$ cat config.mk
export PLATFORM = sky130hd
export DESIGN_NAME = dccu_top
export DESIGN_NICKNAME = d
export VERILOG_FILES = /design/src/dccu_top.v
export VERILOG_INCLUDE_DIRS = /design/src /design/src/shared
export SDC_FILE = /design/constraint.sdc
export NUM_CORES = 1
export LEC_CHECK = 0
export BUFFER_PORTS_ARGS = -buffer_cell sky130_fd_sc_hd__buf_4
export CAP_MARGIN = 40
export CORE_MARGIN = 5
export CORE_UTILIZATION = 50
export CTS_CLUSTER_SIZE = 25
export DETAILED_ROUTE_END_ITERATION = 12
export HOLD_SLACK_MARGIN = 0.03
export PLACE_DENSITY = 0.7
export SYNTH_ARGS = -nofsm -noshare
export SYNTH_HDL_FRONTEND = slang
export SYNTH_SLANG_ARGS = --single-unit
$ cat constraint.sdc
create_clock -name i_ref_clk -period 1.6 [get_ports i_ref_clk]
set_input_delay 0.16 -clock i_ref_clk [delete_from_list [all_inputs] [get_ports i_ref_clk]]
set_output_delay 0.16 -clock i_ref_clk [all_outputs]
set_load 0.01 [all_outputs]
$ cat src/shared/dccu_consts.vh
// constants of the dual capture/compare unit: register offsets, flag
// bit positions, mode codes and reset values.
// assumes an 8-bit register port with a 4-bit word address.
`ifndef DCCU_CONSTS_VH
`define DCCU_CONSTS_VH

// register offsets (word address on i_addr)
`define DCCU_ADDR_W 4
`define DCCU_DATA_W 8
`define DCCU_A_CTRL 4'h0
`define DCCU_A_FLAG 4'h1
`define DCCU_A_MASK 4'h2
`define DCCU_A_VAL1_LO 4'h3
`define DCCU_A_VAL1_HI 4'h4
`define DCCU_A_VAL2_LO 4'h5
`define DCCU_A_VAL2_HI 4'h6

// peripheral_flag_reg bit positions
`define DCCU_FLAG_TOVF 0
`define DCCU_FLAG_SET1 2
`define DCCU_FLAG_SET2 3

// reset values
`define DCCU_CTRL_RST 8'h00
`define DCCU_FLAG_RST 8'h00
`define DCCU_MASK_RST 8'h00
`define DCCU_VAL_RST 16'h0000
`define DCCU_RDATA_RST 8'h00

// set_mode_field codes
`define DCCU_MODE_W 4
`define DCCU_M_CAP_FALL 4'h4
`define DCCU_M_CAP_RISE 4'h5
`define DCCU_M_CAP_RISE4 4'h6
`define DCCU_M_CAP_RISE16 4'h7
`define DCCU_M_CMP_SET 4'h8
`define DCCU_M_CMP_CLR 4'h9
`define DCCU_M_CMP_TGL 4'hA
`define DCCU_M_RSVD 4'hB
`define DCCU_M_CMP_SPECIAL 4'hF

// prescaler terminal counts
`define DCCU_PRE4_LAST 2'h3
`define DCCU_PRE16_LAST 4'hF

`endif

$ cat src/dccu_top.v
// dual capture/compare unit: two register sets sharing one 16-bit timer.
// assumes the timer, its count strobe and its overflow pulse come from
// outside, all synchronous to i_ref_clk (instruction clock).
`default_nettype none
`include "dccu_consts.vh"

module dccu_top #(
  parameter TW = 16
) (
  input wire i_ref_clk,
  input wire i_rstn,
  input wire [3:0] i_addr,
  input wire [7:0] i_wdata,
  input wire i_wr,
  input wire i_rd,
  output reg [7:0] o_rdata,
  input wire [TW-1:0] i_timer_count,
  input wire i_timer_tick,
  input wire i_timer_ovf,
  input wire i_event_pin_in,
  input wire i_event_port_out,
  input wire i_event_port_oe,
  input wire i_adc_en,
  output reg [1:0] o_cmp_out,
  output reg [1:0] o_cmp_drive,
  output reg o_adc_start,
  output reg o_irq
);

  // mode decoding used by both sets
  function is_capture;
    input [3:0] m;
    begin
      is_capture = (m[3:2] == 2'b01);
    end
  endfunction

  function is_pin_compare;
    input [3:0] m;
    begin
      is_pin_compare = (m == `DCCU_M_CMP_SET) || (m == `DCCU_M_CMP_CLR) ||
                       (m == `DCCU_M_CMP_TGL);
    end
  endfunction

  function is_flag_compare;
    input [3:0] m;
    begin
      // reserved code does nothing
      is_flag_compare = m[3] && (m != `DCCU_M_RSVD);
    end
  endfunction

  reg [7:0] ctrl_r;
  reg [7:0] flag_r;
  reg [7:0] mask_r;
  reg [7:0] flag_nxt;
  reg pin_s1_r;
  reg pin_s2_r;
  reg pin_prev_r;
  wire pin_level;
  wire pin_rise;
  wire pin_fall;
  wire [1:0] set_evt;
  wire [1:0] set_special;
  wire [31:0] val_flat;

  // an output-configured pin still feeds the edge detector
  assign pin_level = i_event_port_oe ? i_event_port_out
                                     : i_event_pin_in;

  always @(posedge i_ref_clk or negedge i_rstn) begin
    if (!i_rstn) begin
      pin_s1_r <= 1'b0;
      pin_s2_r <= 1'b0;
      pin_prev_r <= 1'b0;
    end else begin
      pin_s1_r <= pin_level;
      pin_s2_r <= pin_s1_r;
      pin_prev_r <= pin_s2_r;
    end
  end

  assign pin_rise = pin_s2_r && !pin_prev_r;
  assign pin_fall = !pin_s2_r && pin_prev_r;

  genvar g;
  generate
    for (g = 0; g < 2; g = g + 1) begin : g_set
      wire [3:0] mode;
      wire cap_on;
      wire cap_evt;
      wire match;
      wire cmp_evt;
      wire [3:0] a_lo;
      wire [3:0] a_hi;
      reg [TW-1:0] val_r;
      reg [3:0] cnt_r;
      reg cmp_r;
      reg [3:0] prev_mode_r;

      assign mode = ctrl_r[4*g +: 4];
      assign a_lo = (g == 0) ? `DCCU_A_VAL1_LO : `DCCU_A_VAL2_LO;
      assign a_hi = (g == 0) ? `DCCU_A_VAL1_HI : `DCCU_A_VAL2_HI;
      assign cap_on = is_capture(mode);
      assign cap_evt = cap_on && (
          ((mode == `DCCU_M_CAP_FALL) && pin_fall) ||
          ((mode == `DCCU_M_CAP_RISE) && pin_rise) ||
          ((mode == `DCCU_M_CAP_RISE4) && pin_rise &&
           (cnt_r[1:0] == `DCCU_PRE4_LAST)) ||
          ((mode == `DCCU_M_CAP_RISE16) && pin_rise &&
           (cnt_r == `DCCU_PRE16_LAST)));
      // compare is evaluated once per timer count
      assign match = i_timer_tick && (i_timer_count == val_r);
      assign cmp_evt = is_flag_compare(mode) && match;
      assign set_evt[g] = cap_evt || cmp_evt;
      assign set_special[g] = (mode == `DCCU_M_CMP_SPECIAL) && match;
      assign val_flat[16*g +: 16] = val_r;

      // prescaler: changing between prescale codes keeps the count
      always @(posedge i_ref_clk or negedge i_rstn) begin
        if (!i_rstn) begin
          cnt_r <= 4'h0;
        end else if (!cap_on) begin
          cnt_r <= 4'h0;
        end else if (pin_rise && mode[1]) begin
          cnt_r <= cnt_r + 4'h1;
        end
      end

      // capture beats a same-cycle software write
      always @(posedge i_ref_clk or negedge i_rstn) begin
        if (!i_rstn) begin
          val_r <= `DCCU_VAL_RST;
        end else if (cap_evt) begin
          val_r <= i_timer_count;
        end else if (i_wr && (i_addr == a_lo)) begin
          val_r[7:0] <= i_wdata;
        end else if (i_wr && (i_addr == a_hi)) begin
          val_r[15:8] <= i_wdata;
        end
      end

      always @(posedge i_ref_clk or negedge i_rstn) begin
        if (!i_rstn) begin
          cmp_r <= 1'b0;
          prev_mode_r <= 4'h0;
        end else begin
          prev_mode_r <= mode;
          if (mode[3:2] == 2'b00) begin
            cmp_r <= 1'b0;
          end else if ((mode == `DCCU_M_CMP_CLR) && (prev_mode_r != mode)) begin
            // clear-on-match starts from its idle high level
            cmp_r <= 1'b1;
          end else if (match && is_pin_compare(mode)) begin
            case (mode)
              `DCCU_M_CMP_SET: cmp_r <= 1'b1;
              `DCCU_M_CMP_CLR: cmp_r <= 1'b0;
              default: cmp_r <= ~cmp_r;
            endcase
          end
        end
      end

      always @(posedge i_ref_clk or negedge i_rstn) begin
        if (!i_rstn) begin
          o_cmp_out[g] <= 1'b0;
          o_cmp_drive[g] <= 1'b0;
        end else begin
          o_cmp_out[g] <= cmp_r;
          // soft and special modes leave the pin as plain i/o
          o_cmp_drive[g] <= is_pin_compare(mode);
        end
      end
    end
  endgenerate

  // set wins over a same-cycle write-one clear
  always @* begin
    flag_nxt = flag_r;
    if (i_wr && (i_addr == `DCCU_A_FLAG)) begin
      flag_nxt = flag_r & ~i_wdata;
    end
    // special event never touches the overflow bit
    flag_nxt[`DCCU_FLAG_TOVF] = flag_nxt[`DCCU_FLAG_TOVF] | i_timer_ovf;
    flag_nxt[`DCCU_FLAG_SET1] = flag_nxt[`DCCU_FLAG_SET1] | set_evt[0];
    flag_nxt[`DCCU_FLAG_SET2] = flag_nxt[`DCCU_FLAG_SET2] | set_evt[1];
  end

  always @(posedge i_ref_clk or negedge i_rstn) begin
    if (!i_rstn) begin
      ctrl_r <= `DCCU_CTRL_RST;
      flag_r <= `DCCU_FLAG_RST;
      mask_r <= `DCCU_MASK_RST;
      o_irq <= 1'b0;
      o_adc_start <= 1'b0;
    end else begin
      if (i_wr && (i_addr == `DCCU_A_CTRL)) begin
        ctrl_r <= i_wdata;
      end
      if (i_wr && (i_addr == `DCCU_A_MASK)) begin
        mask_r <= i_wdata;
      end
      flag_r <= flag_nxt;
      o_irq <= |(flag_nxt & mask_r);
      o_adc_start <= (|set_special) && i_adc_en;
    end
  end

  // read data stands one cycle after the read strobe only
  always @(posedge i_ref_clk or negedge i_rstn) begin
    if (!i_rstn) begin
      o_rdata <= `DCCU_RDATA_RST;
    end else if (!i_rd) begin
      o_rdata <= 8'h00;
    end else if (i_addr == `DCCU_A_CTRL) begin
      o_rdata <= ctrl_r;
    end else if (i_addr == `DCCU_A_FLAG) begin
      o_rdata <= flag_r;
    end else if (i_addr == `DCCU_A_MASK) begin
      o_rdata <= mask_r;
    end else if (i_addr == `DCCU_A_VAL1_LO) begin
      o_rdata <= val_flat[7:0];
    end else if (i_addr == `DCCU_A_VAL1_HI) begin
      o_rdata <= val_flat[15:8];
    end else if (i_addr == `DCCU_A_VAL2_LO) begin
      o_rdata <= val_flat[23:16];
    end else if (i_addr == `DCCU_A_VAL2_HI) begin
      o_rdata <= val_flat[31:24];
    end else begin
      o_rdata <= 8'h00;
    end
  end

endmodule // dccu_top
`default_nettype wire

==> results.sh <==
export IMPL_status="finished with violations"
export IMPL_violations="setup timing"
export IMPL_multiInputGateArea_mm2=0.00243
export IMPL_min_path_cells=3
export IMPL_place_congestion=0.894
export IMPL_vias=3901
export IMPL_ys_flop_type="dfrtp_1"
export IMPL_worst_slew_pin_slew_ns=0.727
export IMPL_die_w_um=107
export IMPL_rsz0062_at_grt="true"
export IMPL_grt_pass1_vias=3879
export IMPL_drive_gt1_frac=0.349
export IMPL_cp_data_arrival_time_ns=2.00
export IMPL_num_rows=35
export IMPL_vias_per_cell=5.68
export IMPL_power_mw=8.14
export IMPL_timing_hold_ws_ns=0.0463
export IMPL_final_cells=687
export IMPL_grt_total_usage=0.224
export IMPL_power_leakage_nw=2.76
export IMPL_async_reset_ff_frac=1.00
export IMPL_wire_per_inst_um=18.6
export IMPL_layout_common_cells="buf_4 (123), dfrtp_1 (91), mux2i_1 (57), nand2_1 (47), xnor2_1 (24)"
export IMPL_cts_sink_count=91
export IMPL_syn_avg_cell_area_um2=10.5
export IMPL_fin_ws_ns=-0.112
export IMPL_period_share=1.07
export IMPL_hp_class="in -> reg"
export IMPL_start_util=0.510
export IMPL_ys_seq_area_frac=0.485
export IMPL_antenna_cells=0
export IMPL_final_fill_count=706
export IMPL_nets=612
export IMPL_critPathKind="reg -> reg"
export IMPL_final_common_cell="buf_4"
export IMPL_path_clk_slew_ns=0.09
export IMPL_ios=52
export IMPL_worstHoldStart="i_timer_count[12]"
export IMPL_regArea_mm2=0.00228
export IMPL_grt_max_degree=92
export IMPL_period_minus_slack_ns=1.71
export IMPL_syn_nets=485
export IMPL_clk_path_buf_depth=2
export IMPL_placedCellCount=658
export IMPL_cp_end_kind="flip-flop"
export IMPL_drc=0
export IMPL_cts_tree="built"
export IMPL_drv_slew=0
export IMPL_synth_largest_area_cell="dfrtp_1"
export IMPL_setup_viol_count_final=22
export IMPL_r2r_end="o_adc_start$_DFF_PN0_"
export IMPL_dr_pass1_iters=5
export IMPL_power_per_cell_area_mw_per_mm2=1310
export IMPL_r2r_slack_ns=-0.11
export IMPL_die_h_um=107
export IMPL_ys_ff_latch=91
export IMPL_hold_end="g_set[0].val_r[12]$_DFFE_PN0P_"
export IMPL_synthesis_area_mm2=0.00469
export IMPL_routed_wl_um=12800
export IMPL_drv_cap=0
export IMPL_yosys_warnings=0
export IMPL_critPathMaxFanout=5
export IMPL_antenna_found_initial=0
export IMPL_netlist_top_cells_area="dfrtp_1 (49%), mux2i_1 (12%), xnor2_1 (5.0%), o21ai_0 (4.7%), nand2_1 (4.4%)"
export IMPL_hpwl_um=8920
export IMPL_fmax_mhz=584
export IMPL_core_area_mm2=0.00920
export IMPL_synth_edf_count=0
export IMPL_portBuffers=51
export IMPL_worst_setup_path_start_kind="flip-flop"
export IMPL_dieArea_mm2=0.0114
export IMPL_slew_limit_headroom=0.514
export IMPL_hold_violations=0
export IMPL_grt_pass1_wl_um=19900
export IMPL_synth_top_cell_area_share=0.485
export IMPL_ir_worst_vdd_mv=0.605
export IMPL_synth_cell_types=51
export IMPL_clock_skew_ns=0.0142
export IMPL_clock_root_buffer="clkbuf_8"
export IMPL_ant_nets=0
export IMPL_area_growth_pct=32.0
export IMPL_overflow=0
export IMPL_final_core_util=0.673
export IMPL_r2r_cells=6
export IMPL_cp_required_ns=1.89
export IMPL_drt_iter0_markers=224
export IMPL_cts_made_buffers=9
export IMPL_r2r_start="g_set[0].val_r[15]$_DFFE_PN0P_"
export IMPL_crit_path_start="g_set[0].val_r[15]$_DFFE_PN0P_"
export IMPL_clk_latency_ns=0.36
export IMPL_htree_levels=3
export IMPL_syn_inst=445
## Yosys cell counts, types with 9 or more instances
| master | count |
|---|---|
| a21oi_1 | 17 |
| buf_2 | 11 |
| dfrtp_1 | 91 |
| mux2_2 | 17 |
| mux2i_1 | 57 |
| nand2_1 | 55 |
| nand3_1 | 13 |
| nor2b_1 | 12 |
| o21ai_0 | 44 |
| o22ai_1 | 9 |
| xnor2_1 | 27 |
| xor2_1 | 11 |
## final cells by class
class | instances | share of cell area
clock inverter | 6 | 0.0105
inverter | 7 | 0.00424
timing repair buffer | 138 | 0.182
multi-input combinational | 325 | 0.393
tap | 111 | 0.0224
clock buffer | 9 | 0.0200
sequential | 91 | 0.368
## layer usage
metal,GRT usage,up-vias,wire (um)
li1,-,1834,-
met1,0.319,1910,5710
met2,0.353,124,6070
met3,0.0289,33,662
met4,0.0813,0,348
met5,0,-,0
## state kept, by name, indices dropped and copies added (netlist names)
| name | flops |
|---|---|
| o_rdata | 8 |
| o_cmp_drive | 2 |
| ctrl_r | 8 |
| g_set.val_r | 32 |
| o_irq | 1 |
| g_set.prev_mode_r | 8 |
| o_adc_start | 1 |
| flag_r | 8 |
| g_set.cnt_r | 8 |
| mask_r | 8 |
| o_cmp_out | 2 |
| pin_s1_r | 1 |
| pin_s2_r | 1 |
| g_set.cmp_r | 2 |
| pin_prev_r | 1 |
## how the worst max path moves through the flow
stage / end / slack, ns / cells after the start
6_report: o_adc_start$_DFF_PN0_ / -0.11 / 6
5_1_grt: o_adc_start$_DFF_PN0_ / -0.18 / 6
4_1_cts: o_adc_start$_DFF_PN0_ / -0.07 / 6
3_5_place_dp: o_adc_start$_DFF_PN0_ / -0.15 / 6
3_3_place_gp: o_adc_start$_DFF_PN0_ / -0.12 / 6
2_1_floorplan: o_irq$_DFF_PN0_ / -0.005 / 7
## timing repair
action                                 4_1_cts  5_1_grt
buffers inserted                             2        4
cloned                                       0        3
hold buffers                                 5        0
setup endpoints to repair                   25       38
endpoints found under the hold margin       94        0
pin swaps                                   16       20
gates resized for setup                     30       39
## worst max-delay path, stage by stage (launching register included)
cell      delay, ns
dfrtp_1        0.42
xnor2_2        0.19
nand4_1        0.15
nor4_2         0.36
and3_4         0.27
nand4_1        0.09
a21boi_1       0.16
## cell families after synthesis
logic type                 count (synthesis)  share of synthesized area
DFF                                       91                      0.485
buffers and inverters                     29                     0.0288
adders and majority gates                  2                    0.00533
muxes                                     74                      0.162
and+or+nand+nor                          118                      0.128
xor gates and xnor gates                  38                     0.0710
AOI/OAI and AO/OA                         93                      0.119
## metrics by stage
stage | area [um^2] | setup WS (ns) | setup TNS [ns]
finish | 6190 | -0.112 | -1.42
CTS | 6020 | -0.0735 | -0.382
global route | 6190 | -0.178 | -3.93
global placement | 5710 | -0.121 | -0.993
detailed placement | 5710 | -0.152 | -1.45
floorplan | 4740 | -0.00514 | -0.00514
## power by group
group	switching, mW	internal (mW)	leakage (nW)	total (mW)
clock	0.830	0.717	0.0955	1.55
sequential	0.483	2.96	1.15	3.44
combinational	1.46	1.70	1.51	3.16
total	2.77	5.37	2.76	8.14
(Power assumes the default switching activity.)
